**src/comparator_status_pkg.sv**
```systemverilog
// shared constants for the comparator status block
package comparator_status_pkg;
  // bus geometry
  localparam int ADDR_W = 8;
  localparam int DATA_W = 32;
  localparam int REG_W = 16;
  // register byte addresses
  localparam logic [7:0] STATUS_OFFSET = 8'h00;
  localparam logic [7:0] CHAN_BASE = 8'h04;
  localparam logic [7:0] CHAN_STRIDE = 8'h04;
  // status register fields
  localparam int HALT_BIT = 15;
  localparam int EVT_LSB = 8;
  localparam int OUT_LSB = 0;
  // channel control register fields
  localparam int CH_ENABLE_BIT = 15;
  localparam int CH_INVERT_BIT = 13;
  localparam int CH_AMP_BIT = 10;
  localparam int CH_EVENT_BIT = 9;
  localparam int CH_RESULT_BIT = 8;
  localparam int CH_EDGE_LSB = 6;
  // byte lanes holding the register halves
  localparam int LANE_HI = 1;
  localparam int LANE_LO = 0;
  // reset values
  localparam logic RESET_BIT = 1'h0;
  localparam logic [1:0] RESET_EDGE = 2'h0;
  // bus responses
  localparam logic [1:0] RESP_OKAY = 2'h0;
  localparam logic [1:0] RESP_SLVERR = 2'h2;
  // event edge selection codes
  typedef enum logic [1:0] {
    EDGE_OFF = 2'h0,
    EDGE_RISE = 2'h1,
    EDGE_FALL = 2'h2,
    EDGE_ANY = 2'h3
  } edge_sel_t;
endpackage : comparator_status_pkg
```
**src/comparator_channel.sv**
```systemverilog
// one comparator channel: polarity, result capture and sticky event flag
`timescale 1ns/100ps
`default_nettype none
module comparator_channel
(
  // clock and reset
  input wire logic clk,
  input wire logic rstn,
  // analog side
  input wire logic raw_result,
  // control
  input wire logic run,
  input wire logic invert,
  input wire logic [1:0] edge_sel,
  input wire logic clear_event,
  // status
  output logic result_out,
  output logic event_out,
  output logic trigger_out
);
  logic result_reg, result_next;
  logic event_reg, event_next;
  logic trigger_reg, trigger_next;
  logic adjusted;
  logic hit;

  // next state: polarity, edge match, sticky flag
  always_comb
  begin
    adjusted = raw_result ^ invert;
    case (comparator_status_pkg::edge_sel_t'(edge_sel))
      comparator_status_pkg::EDGE_RISE: hit = adjusted & ~result_reg;
      comparator_status_pkg::EDGE_FALL: hit = ~adjusted & result_reg;
      comparator_status_pkg::EDGE_ANY: hit = adjusted ^ result_reg;
      default: hit = 1'b0;
    endcase
    hit = hit & run;
    result_next = run ? adjusted : result_reg;
    // a new event in the clear cycle keeps the flag set
    event_next = hit | (event_reg & ~clear_event);
    // no trigger while the flag is pending
    trigger_next = hit & ~event_reg;
  end

  // registers
  always_ff @(posedge clk)
  begin
    if (!rstn)
    begin
      result_reg <= comparator_status_pkg::RESET_BIT;
      event_reg <= comparator_status_pkg::RESET_BIT;
      trigger_reg <= comparator_status_pkg::RESET_BIT;
    end
    else
    begin
      result_reg <= result_next;
      event_reg <= event_next;
      trigger_reg <= trigger_next;
    end
  end

  assign result_out = result_reg;
  assign event_out = event_reg;
  assign trigger_out = trigger_reg;
endmodule : comparator_channel
`default_nettype wire

```
**src/comparator_status_aggregator.sv**
```systemverilog
// comparator status aggregator with axi4-lite register slave
//
// Local design decisions: the placing of the registers and the AXI4-Lite interface to the registers.
`timescale 1ns/100ps
`default_nettype none
// Summary of operation
// - idle-stop bit halts comparators during idle
// - status bits 11:8 mirror channel events
// - status bits 3:0 mirror channel results
// - result is one when plus exceeds minus
// - event bit one after event, else zero
// - unimplemented bits read zero, ignore writes
// - four channels, amplifier mode on 1-3
// - pending event flag suppresses further triggers
// - edge select: off, rise, fall, any
// - polarity invert flips the result
module comparator_status_aggregator
#(
  parameter int NUM_CHANNELS = 4,
  parameter int AMP_CHANNELS = 3
)
(
  // clock and reset
  input wire logic clk,
  input wire logic rstn,
  // axi4-lite write address and data
  input wire logic [comparator_status_pkg::ADDR_W-1:0] s_axi_awaddr,
  input wire logic s_axi_awvalid,
  output logic s_axi_awready,
  input wire logic [comparator_status_pkg::DATA_W-1:0] s_axi_wdata,
  input wire logic [3:0] s_axi_wstrb,
  input wire logic s_axi_wvalid,
  output logic s_axi_wready,
  // axi4-lite write response
  output logic [1:0] s_axi_bresp,
  output logic s_axi_bvalid,
  input wire logic s_axi_bready,
  // axi4-lite read
  input wire logic [comparator_status_pkg::ADDR_W-1:0] s_axi_araddr,
  input wire logic s_axi_arvalid,
  output logic s_axi_arready,
  output logic [comparator_status_pkg::DATA_W-1:0] s_axi_rdata,
  output logic [1:0] s_axi_rresp,
  output logic s_axi_rvalid,
  input wire logic s_axi_rready,
  // comparator side
  input wire logic [NUM_CHANNELS-1:0] cmp_raw,
  input wire logic device_idle,
  output logic [NUM_CHANNELS-1:0] event_trigger,
  output logic comparators_halted
);

  // ****************************************
  // parameter check
  // ****************************************
  if (NUM_CHANNELS < 1 || NUM_CHANNELS > 4 || AMP_CHANNELS > NUM_CHANNELS)
  begin : g_bad_params
    $error("unsupported channel counts");
  end
  // address decode helpers
  function automatic logic is_chan(input logic [comparator_status_pkg::ADDR_W-1:0] a);
    is_chan = (a >= comparator_status_pkg::CHAN_BASE) && (a[1:0] == 2'h0) &&
      ((a - comparator_status_pkg::CHAN_BASE) <
       8'(NUM_CHANNELS * comparator_status_pkg::CHAN_STRIDE));
  endfunction : is_chan
  function automatic logic [1:0] chan_idx(input logic [comparator_status_pkg::ADDR_W-1:0] a);
    logic [comparator_status_pkg::ADDR_W-1:0] d;
    d = a - comparator_status_pkg::CHAN_BASE;
    chan_idx = d[3:2];
  endfunction : chan_idx
  // ****************************************
  // control state
  // ****************************************
  logic halt_reg, halt_next, halted_reg, halted_next;
  logic [NUM_CHANNELS-1:0] enable_reg, enable_next, invert_reg, invert_next;
  logic [NUM_CHANNELS-1:0] amp_reg, amp_next, chan_clear, run, result_vec, event_vec;
  logic [NUM_CHANNELS-1:0][1:0] edge_reg, edge_next;
  // bus state
  logic aw_have_reg, aw_have_next, w_have_reg, w_have_next;
  logic [comparator_status_pkg::ADDR_W-1:0] aw_addr_reg, aw_addr_next;
  logic [comparator_status_pkg::DATA_W-1:0] w_data_reg, w_data_next, rdata_reg, rdata_next;
  logic [3:0] w_strb_reg, w_strb_next;
  logic awready_reg, awready_next, wready_reg, wready_next, arready_reg, arready_next;
  logic bvalid_reg, bvalid_next, rvalid_reg, rvalid_next;
  logic [1:0] bresp_reg, bresp_next, rresp_reg, rresp_next;
  logic do_write, aw_take, w_take, ar_take;
  logic [comparator_status_pkg::REG_W-1:0] status_word;
  // ****************************************
  // channels
  // ****************************************
  // idle gating applies to every channel at once
  always_comb
  begin
    halted_next = device_idle & halt_reg;
    run = enable_reg & ~amp_reg & {NUM_CHANNELS{~halted_next}};
  end
  for (genvar i = 0; i < NUM_CHANNELS; i++)
  begin : g_chan
    comparator_channel u_chan
    (
      .clk(clk),
      .rstn(rstn),
      .raw_result(cmp_raw[i]),
      .run(run[i]),
      .invert(invert_reg[i]),
      .edge_sel(edge_reg[i]),
      .clear_event(chan_clear[i]),
      .result_out(result_vec[i]),
      .event_out(event_vec[i]),
      .trigger_out(event_trigger[i])
    );
  end
  // ****************************************
  // axi4-lite slave
  // ****************************************
  // handshakes, write commit and read capture
  always_comb
  begin
    aw_take = s_axi_awvalid & awready_reg;
    w_take = s_axi_wvalid & wready_reg;
    ar_take = s_axi_arvalid & arready_reg;
    do_write = aw_have_reg & w_have_reg & ~bvalid_reg;
    aw_have_next = (aw_have_reg & ~do_write) | aw_take;
    w_have_next = (w_have_reg & ~do_write) | w_take;
    aw_addr_next = aw_take ? s_axi_awaddr : aw_addr_reg;
    w_data_next = w_take ? s_axi_wdata : w_data_reg;
    w_strb_next = w_take ? s_axi_wstrb : w_strb_reg;
    awready_next = ~aw_have_next;
    wready_next = ~w_have_next;
    bvalid_next = do_write | (bvalid_reg & ~s_axi_bready);
    bresp_next = bresp_reg;
    if (do_write)
      bresp_next = (aw_addr_reg == comparator_status_pkg::STATUS_OFFSET ||
        is_chan(aw_addr_reg)) ? comparator_status_pkg::RESP_OKAY :
        comparator_status_pkg::RESP_SLVERR;
    rvalid_next = ar_take | (rvalid_reg & ~s_axi_rready);
    arready_next = ~rvalid_next;
    // status word, unused positions stay zero
    status_word = '0;
    status_word[comparator_status_pkg::HALT_BIT] = halt_reg;
    status_word[comparator_status_pkg::EVT_LSB +: NUM_CHANNELS] = event_vec;
    status_word[comparator_status_pkg::OUT_LSB +: NUM_CHANNELS] = result_vec;
    rdata_next = rdata_reg;
    rresp_next = rresp_reg;
    if (ar_take)
    begin
      rdata_next = '0;
      rresp_next = comparator_status_pkg::RESP_OKAY;
      if (s_axi_araddr == comparator_status_pkg::STATUS_OFFSET)
        rdata_next[comparator_status_pkg::REG_W-1:0] = status_word;
      else if (is_chan(s_axi_araddr))
      begin
        rdata_next[comparator_status_pkg::CH_ENABLE_BIT] = enable_reg[chan_idx(s_axi_araddr)];
        rdata_next[comparator_status_pkg::CH_INVERT_BIT] = invert_reg[chan_idx(s_axi_araddr)];
        rdata_next[comparator_status_pkg::CH_AMP_BIT] = amp_reg[chan_idx(s_axi_araddr)];
        rdata_next[comparator_status_pkg::CH_EVENT_BIT] = event_vec[chan_idx(s_axi_araddr)];
        rdata_next[comparator_status_pkg::CH_RESULT_BIT] = result_vec[chan_idx(s_axi_araddr)];
        rdata_next[comparator_status_pkg::CH_EDGE_LSB +: 2] = edge_reg[chan_idx(s_axi_araddr)];
      end
      else
        rresp_next = comparator_status_pkg::RESP_SLVERR;
    end
  end
  // register writes, only implemented bits take effect
  always_comb
  begin
    halt_next = halt_reg;
    enable_next = enable_reg;
    invert_next = invert_reg;
    amp_next = amp_reg;
    edge_next = edge_reg;
    chan_clear = '0;
    if (do_write && aw_addr_reg == comparator_status_pkg::STATUS_OFFSET &&
        w_strb_reg[comparator_status_pkg::LANE_HI])
      halt_next = w_data_reg[comparator_status_pkg::HALT_BIT];
    for (int i = 0; i < NUM_CHANNELS; i++)
    begin
      if (do_write && is_chan(aw_addr_reg) && chan_idx(aw_addr_reg) == 2'(i))
      begin
        if (w_strb_reg[comparator_status_pkg::LANE_HI])
        begin
          enable_next[i] = w_data_reg[comparator_status_pkg::CH_ENABLE_BIT];
          invert_next[i] = w_data_reg[comparator_status_pkg::CH_INVERT_BIT];
          if (i < AMP_CHANNELS)
            amp_next[i] = w_data_reg[comparator_status_pkg::CH_AMP_BIT];
          // writing zero to the event bit clears it
          chan_clear[i] = ~w_data_reg[comparator_status_pkg::CH_EVENT_BIT];
        end
        if (w_strb_reg[comparator_status_pkg::LANE_LO])
          edge_next[i] = w_data_reg[comparator_status_pkg::CH_EDGE_LSB +: 2];
      end
    end
  end
  // all state registers
  always_ff @(posedge clk)
  begin
    if (!rstn)
    begin
      halt_reg <= comparator_status_pkg::RESET_BIT;
      halted_reg <= comparator_status_pkg::RESET_BIT;
      enable_reg <= '0;
      invert_reg <= '0;
      amp_reg <= '0;
      edge_reg <= {NUM_CHANNELS{comparator_status_pkg::RESET_EDGE}};
      aw_have_reg <= 1'b0;
      w_have_reg <= 1'b0;
      aw_addr_reg <= '0;
      w_data_reg <= '0;
      w_strb_reg <= '0;
      awready_reg <= 1'b0;
      wready_reg <= 1'b0;
      bvalid_reg <= 1'b0;
      bresp_reg <= comparator_status_pkg::RESP_OKAY;
      arready_reg <= 1'b0;
      rvalid_reg <= 1'b0;
      rresp_reg <= comparator_status_pkg::RESP_OKAY;
      rdata_reg <= '0;
    end
    else
    begin
      halt_reg <= halt_next;
      halted_reg <= halted_next;
      enable_reg <= enable_next;
      invert_reg <= invert_next;
      amp_reg <= amp_next;
      edge_reg <= edge_next;
      aw_have_reg <= aw_have_next;
      w_have_reg <= w_have_next;
      aw_addr_reg <= aw_addr_next;
      w_data_reg <= w_data_next;
      w_strb_reg <= w_strb_next;
      awready_reg <= awready_next;
      wready_reg <= wready_next;
      bvalid_reg <= bvalid_next;
      bresp_reg <= bresp_next;
      arready_reg <= arready_next;
      rvalid_reg <= rvalid_next;
      rresp_reg <= rresp_next;
      rdata_reg <= rdata_next;
    end
  end
  // outputs straight from flops
  assign s_axi_awready = awready_reg;
  assign s_axi_wready = wready_reg;
  assign s_axi_bvalid = bvalid_reg;
  assign s_axi_bresp = bresp_reg;
  assign s_axi_arready = arready_reg;
  assign s_axi_rvalid = rvalid_reg;
  assign s_axi_rresp = rresp_reg;
  assign s_axi_rdata = rdata_reg;
  assign comparators_halted = halted_reg;
  // ****************************************
  // assertions
  // ****************************************
  logic status_rd;
  assign status_rd = ar_take && s_axi_araddr == comparator_status_pkg::STATUS_OFFSET;
endmodule : comparator_status_aggregator
`default_nettype wire

```
**config.mk**
```make
export PLATFORM = sky130hd
export DESIGN_NAME = comparator_status_aggregator
export DESIGN_NICKNAME = d
export VERILOG_FILES = /design/src/comparator_status_pkg.sv /design/src/comparator_channel.sv /design/src/comparator_status_aggregator.sv
export SDC_FILE = /design/constraint.sdc
export NUM_CORES = 1
export LEC_CHECK = 0
export BUFFER_PORTS_ARGS = -buffer_cell sky130_fd_sc_hd__buf_2
export CORE_UTILIZATION = 46
export CTS_CLUSTER_DIAMETER = 120
export CTS_CLUSTER_SIZE = 20
export DETAILED_ROUTE_END_ITERATION = 6
export PLACE_DENSITY = 0.75
export RECOVER_POWER = 100
export SKIP_LAST_GASP = 1
export SLEW_MARGIN = 10
export SYNTH_ARGS = -nofsm -noshare
export SYNTH_HDL_FRONTEND = slang
export SYNTH_SLANG_ARGS = --single-unit
```
**constraint.sdc**
```tcl
create_clock -name clk -period 1.5 [get_ports clk]
set_input_delay 0.15 -clock clk [delete_from_list [all_inputs] [get_ports clk]]
set_output_delay 0.15 -clock clk [all_outputs]
set_load 0.05 [all_outputs]
```
== After elaboration in Yosys (flattened, before gate mapping) ==
Index checks and enable logic that the tools add are counted.

* Add/sub/neg operators: 2
* $lt $le $gt $ge: 5
* Eq/ne operators: 15
* Muxes and demuxes: 32
* Bitwise gates (word level): 74
* Reduce and logical (&&, ||, !) cells: 25

{| class="wikitable"
|+ Operators by type and width
! operator !! count
|-
| AND 1 bit || 30
|-
| NOT 1 bit || 25
|-
| == test 2 bit, second input constant || 10
|-
| >= comparator 8 x 3 -> 1 bit, second input constant || 2
|-
| zero test 8 bit || 2
|-
| less-than comparator 8 x 5 -> 1 bit, second input constant || 2
|-
| AND reduction 2 bit || 8
|-
| subtractor 8 x 3 -> 8 bit, second input constant || 2
|-
| two-way mux 1 bit || 15
|-
| case mux 1 bit (3 select lines) || 4
|-
| logical AND 1 bit || 11
|-
| binary-select mux 1 bit (select 2 bit) || 5
|-
| == test 2 x 1 -> 1 bit, second input constant || 5
|-
| two-way mux 5 bit || 2
|-
| AND 4 bit || 2
|-
| two-way mux 2 bit || 4
|-
| bitwise OR 1 bit || 8
|-
| XOR 1 bit || 8
|-
| zero test 2 bit || 3
|-
| binary-select mux 2 bit (select 2 bit) || 1
|-
| two-way mux 4 bit || 1
|-
| NOT 3 -> 4 bit || 1
|-
| less-than comparator 2 x 3 -> 1 bit, second input constant || 1
|-
| logical OR 1 bit || 1
|}

* Flip-flop bits (word level): 85
* Logic and storage cells: 195

== Depth between registers and ports, before layout ==
* Depth in word-level cells: 9
* Depth in mapped cells: 8

== By module ==
From an unflattened synthesis, not the netlist that was laid out.

* Cell total of the unflattened synthesis: 403
* Area total of the unflattened synthesis: 3,602.2 µm²

{| class="wikitable"
|+ By module, submodules not included
! module !! times used !! cells each !! area an instance (µm²) !! sequential area each (µm²)
|-
| comparator_status_aggregator || 1 || 319 || 2,866.5 || 1,161.1
|-
| comparator_channel || 4 || 21 || 183.9 || 60.1
|}

== Least setup slack after synthesis ==
No wires, ideal clock.

* Path type: register -> register
* Start point: register aw_addr_reg[0] in the netlist's numbering
* End point: register enable_reg[1]
* Setup time: 0.072 ns
* Data arrival time: 1.564 ns
* Required time: 1.428 ns
* Slack: -0.136 ns
* Stages on the path, launching flop included: 6
* Buffers on the path: 1
* Clock period less this slack: 1.636 ns
* Path through: dfxtp_1 > or4_4 > nor3_4 > and3_1 > buf_6 > mux2i_1

* Cells in the longest elaborated chain, start to end: 6
* Elaborated cells on any way between the ends: 10

{| class="wikitable"
|+ Ends and longest elaborated chain
! what !! line !! RTL
|-
| start, declared || comparator_status_aggregator.sv:80 || <nowiki>logic [comparator_status_pkg::ADDR_W-1:0] aw_addr_reg, aw_addr_next;</nowiki>
|-
| start signal, assigned || comparator_status_aggregator.sv:229 || <nowiki>aw_addr_reg <= aw_addr_next;</nowiki>
|-
| subtractor 8 x 3 -> 8 bit (tied with other cells) || comparator_status_aggregator.sv:68 || <nowiki>d = a - comparator_status_pkg::CHAN_BASE;</nowiki>
|-
| less-than comparator 8 x 5 -> 1 bit or logical AND 1 bit (tied branches) || comparator_status_aggregator.sv:63, comparator_status_aggregator.sv:62 ||
|-
| logical AND 1 bit || comparator_status_aggregator.sv:62 || <nowiki>is_chan = (a >= comparator_status_pkg::CHAN_BASE) && (a[1:0] == 2'h0) &&</nowiki>
|-
| logical AND 1 bit || comparator_status_aggregator.sv:178 || <nowiki>if (do_write && is_chan(aw_addr_reg) && chan_idx(aw_addr_reg) == 2'(i))</nowiki>
|-
| logical AND 1 bit * || comparator_status_aggregator.sv:178 ||
|-
| AND reduction 2 bit (no source line) * || -- ||
|-
| end signal, assigned || comparator_status_aggregator.sv:223 || <nowiki>enable_reg <= enable_next;</nowiki>
|-
| end, declared || comparator_status_aggregator.sv:75 || <nowiki>logic [NUM_CHANNELS-1:0] enable_reg, enable_next, invert_reg, invert_next;</nowiki>
|}

Mark *: on every way between the ends. The rest lies on a longest branch, timed or not.
A chain may end at the register's enable or synchronous reset.

== Worst setup path in the final report ==
* Start point: register aw_addr_reg[5] in the netlist's numbering
* End point: register invert_reg[2]

* Cells in the longest elaborated chain, start to end: 6
* Elaborated cells on any way between the ends: 8

{| class="wikitable"
|+ Ends and longest elaborated chain
! what !! line !! RTL
|-
| subtractor 8 x 3 -> 8 bit or >= comparator 8 x 3 -> 1 bit (tied branches) || -- ||
|-
| less-than comparator 8 x 5 -> 1 bit or logical AND 1 bit (tied branches) || comparator_status_aggregator.sv:63, comparator_status_aggregator.sv:62 ||
|-
| logical AND 1 bit * || comparator_status_aggregator.sv:62 ||
|-
| logical AND 1 bit * (2 in a row) || comparator_status_aggregator.sv:178 ||
|-
| AND reduction 2 bit (no source line) * || -- ||
|-
| end signal, assigned || comparator_status_aggregator.sv:224 || <nowiki>invert_reg <= invert_next;</nowiki>
|-
| end, declared || comparator_status_aggregator.sv:75 ||
|}

Marks and branches as above.

==> flow_metrics.tcl <==
set metrics [dict create \
    number_of_flip_flops_under_the_largest_register_name 12 \
    vdd_ir_drop_max_uv 479.0 \
    globalRoute.totalOverflow 0 \
    fin_crit_ps 1680 \
    cts.sinks 70 \
    placeableCoreArea_um2 7253 \
    timing.clock.skew_ps 9.224 \
    tritoncts "built" \
    worstPathArrival_ps 1960 \
    ant_nets 0 \
    synth_adder_area_share_pct 3.628 \
    post_syn_area_per_cell_um2 8.842 \
    floorplan.die_area_um2 7846 \
    largest_family_of_logic_cells_by_synthesized_area "simple AND/OR/NAND/NOR gates" \
    inst_count_dp 547 \
    count_of_yosys_warnings_during_synthesis 0 \
    postSynth.topFlopCell "dfxtp_1" \
    vias_per_cell 5.110 \
    drt_iter0_drc 110 \
    syn_to_final_growth_pct 19.56 \
    rsz0062_at_grt "true" \
    synth_cell_type_count 41 \
    postLayoutSetupSlackWorst_ps -179.9 \
    syn-instance-count 390 \
    finalNetCount 536 \
    synthArstFlopShare_pct 0 \
    initial_core_util_pct 47.54 \
    tritoncts.num_buffers 9 \
    hold_path.class "input pin to register" \
    critical_path.slowest_cell "or4_4" \
    power.internal_mw 2.650 \
    crit_path_start_kind "register" \
    cts.reportedPaths.clkPinSlew_ps 80 \
    fraction_of_the_yosys_area_taken_by_sequential_cells_pct 40.64 \
    synth-simple-area-share_pct 22.02 \
    timing.hold.worst.start "s_axi_awaddr[7]" \
    synthDominantCellAreaShare_pct 40.64 \
    postSynthRegisterBits 70 \
    timing_worst_slew_pin_value_ps 597.6 \
    synth_compound_gate_area_share_pct 11.97 \
    synth_enable_flop_cells 0 \
    wl_per_cell_um 13.70 \
    report.final.hold_viol_count 0 \
    outcome "finished with violations" \
    ctsLongestPathBuffers 2 \
    critical_path.startpoint "aw_addr_reg[5]$_SDFFE_PN0P_" \
    clock_tree.htree_level_count 3 \
    antenna_cells 0 \
    grt_max_degree 30 \
    yosys-mux-area-fraction_pct 10.34 \
    globalRouteTotalUtil_pct 20.85 \
    power-per-cell-area_nw_per_um2 916.7 \
    p_clk_share_pct 34.6 \
    power_frac_comb_pct 14.0 \
    grt_pass1_vias 2691 \
    post-route-drc-count 0 \
    clock.fmax_mhz 595.3 \
    nFillCells 685 \
    dp_hpwl_um 5714 \
    power_leakage_nw 1.579 \
    finish.cell_count_without_fillers 566 \
    netlist_top_cells_area "dfxtp_1, mux2i_1, nand2_1" \
    final-max-slew-violation-count 0 \
    drt_first_pass_iters 4 \
    floorplan.die.width_um 88.58 \
    timing.hold.ws_ps 38.00 \
    drt-total-wl_um 7757 \
    total_of_buffers_placed_on_input_and_output_ports 59 \
    relSlewSlack_pct 60.33 \
    report.power.total_mw 3.779 \
    critical_path.reg2reg.startpoint "aw_addr_reg[5]$_SDFFE_PN0P_" \
    grt_first_pass_wirelength_um 12360 \
    chipHeight_um 88.58 \
    place_congestion 0.8443 \
    failed_checks "negative setup slack" \
    synth_xor_area_share_pct 1.016 \
    worst-path-max-fanout 5 \
    post_route_cells_drive_above_1_share_pct 25.05 \
    root_buffer "clkbuf_8" \
    p_sw_share_pct 29.87 \
    final_min_period_over_clock_period_pct 112.0 \
    dr_total_vias 2892 \
    rows 31 \
    critPathKind "register to register" \
    number_of_antenna_violations_at_the_first_check_in_global_routing 0 \
    slowest_delay_ps 600 \
    part_of_the_power_in_registers_pct 51.4 \
    cts_hold_buf 0 \
    worstPathCellList "or4_4 > nor3_4 > and3_2 > mux2i_1" \
    syn-cell-area_um2 3448 \
    end_kind "register" \
    switchingPower_mw 1.129 \
    clock_latency_ps 350 \
    io_pins 110 \
    cp.required_ps 1780 \
    setup_violations 23 \
    cap_violations 0 \
    synthDominantAreaCellType "dfxtp_1" \
]
repair_timing:
item,CTS,global route
buffers inserted,2,0
pin swaps,8,17
setup endpoints to repair,27,28
gates resized for setup,11,18
cloned,1,0
routing by layer:
metal  wire [µm]  global-route usage (%)  vias to the layer above  share of wire, %
li1            -                       -                     1450                 -
met1        3533                   25.94                     1346                46
met4         130                   8.944                        0               1.7
met3         350                   5.410                       14               4.5
met5           0                       0                        -                 0
met2        3742                   34.20                       82                48
worst paths after layout:
path / end / slack (ps) / cells past startpoint
worst max-delay path: invert_reg[2]$_SDFFE_PN0P_ / -180 / 4
worst min-delay path: aw_addr_reg[7]$_SDFFE_PN0P_ / 40 / 3
worst max register to register: invert_reg[2]$_SDFFE_PN0P_ / -180 / 4
worst min register to register: s_axi_rdata[11]$_SDFFE_PN0P_ / 460 / 2
power groups by stage:
stage	Sequential [mW]	Combinational (mW)	Clock (mW)
final	1.94	0.529	1.31
after global routing	1.95	0.573	1.42
after CTS	1.94	0.524	1.33
after detailed placement	1.99	0.513	0
after global placement	1.98	0.505	0
after floorplan	2.04	0.355	0
layout make-up:
cell class | instances | area [µm²] | area share [%]
Clock buffer | 10 | 127.6 | 3.096
Clock inverter | 6 | 38.79 | 0.9408
Inverter | 15 | 56.30 | 1.366
Multi-Input combinational cell | 280 | 1894 | 45.95
Sequential cell | 70 | 1406 | 34.11
Tap cell | 99 | 123.9 | 3.005
Timing Repair Buffer | 86 | 475.5 | 11.53
cells in the mapped netlist, types with 2 or more instances:
| master | n |
|---|---|
| o21a_1 | 2 |
| nand2b_1 | 7 |
| o22ai_1 | 4 |
| mux4_2 | 6 |
| xor2_1 | 4 |
| nor2b_1 | 13 |
| buf_4 | 26 |
| nand2_1 | 54 |
| a21oi_1 | 37 |
| and3_2 | 4 |
| o21ai_0 | 14 |
| nand3b_1 | 6 |
| and3_1 | 4 |
| a21boi_0 | 2 |
| mux2i_1 | 21 |
| and2_1 | 4 |
| a311oi_1 | 5 |
| buf_6 | 3 |
| clkbuf_1 | 17 |
| nor2_1 | 8 |
| dfxtp_1 | 70 |
| nand3_1 | 29 |
| nor3b_1 | 4 |
| inv_1 | 15 |
| a31o_2 | 4 |
| ha_1 | 10 |
| nor3_1 | 3 |
critical path, delay by kind of cell (launching register included):
kind	cells	cell delay [ps]
DFF	1	310
muxes	1	180
and+or+nand+nor	3	1110
kinds of logic after synthesis:
family	count (synthesis)
AO/OA/AOI/OAI	71
buffers and inverters	62
XOR/XNOR	4
flip-flops	70
other	1
adder cells (fa/ha/maj)	10
AND/OR/NAND/NOR	144
multiplexers	28
layout by cell type (no fill, tap or decap), types with 3 or more instances in the layout:
master,n
a21oi_1,35
a311oi_1,4
a31o_2,4
and2_1,4
and3_4,6
buf_2,36
buf_4,24
clkbuf_1,25
clkbuf_8,9
clkinv_2,3
conb_1,22
dfxtp_1,66
dfxtp_2,4
ha_1,8
inv_1,14
mux2i_1,21
mux4_2,6
nand2_1,54
nand2b_1,7
nand3_1,27
nand3b_1,6
nor2_1,8
nor2b_1,11
nor3_1,3
nor3b_1,4
o21ai_0,12
o22ai_1,4
xor2_2,3
per-stage QoR:
step | setup slack (ps) | cell area [µm²] | setup TNS, ps | util (%)
finish | -179.9 | 4123 | -2881 | 56.84
CTS | -211.1 | 4081 | -4047 | 56.27
global route | -268.9 | 4123 | -5128 | 56.84
global placement | -186.1 | 3854 | -3545 | 53.13
detailed placement | -232.8 | 3854 | -4607 | 53.13
floorplan | -85.27 | 3535 | -1097 | -
No activity file was read; power rests on OpenSTA's default activity.
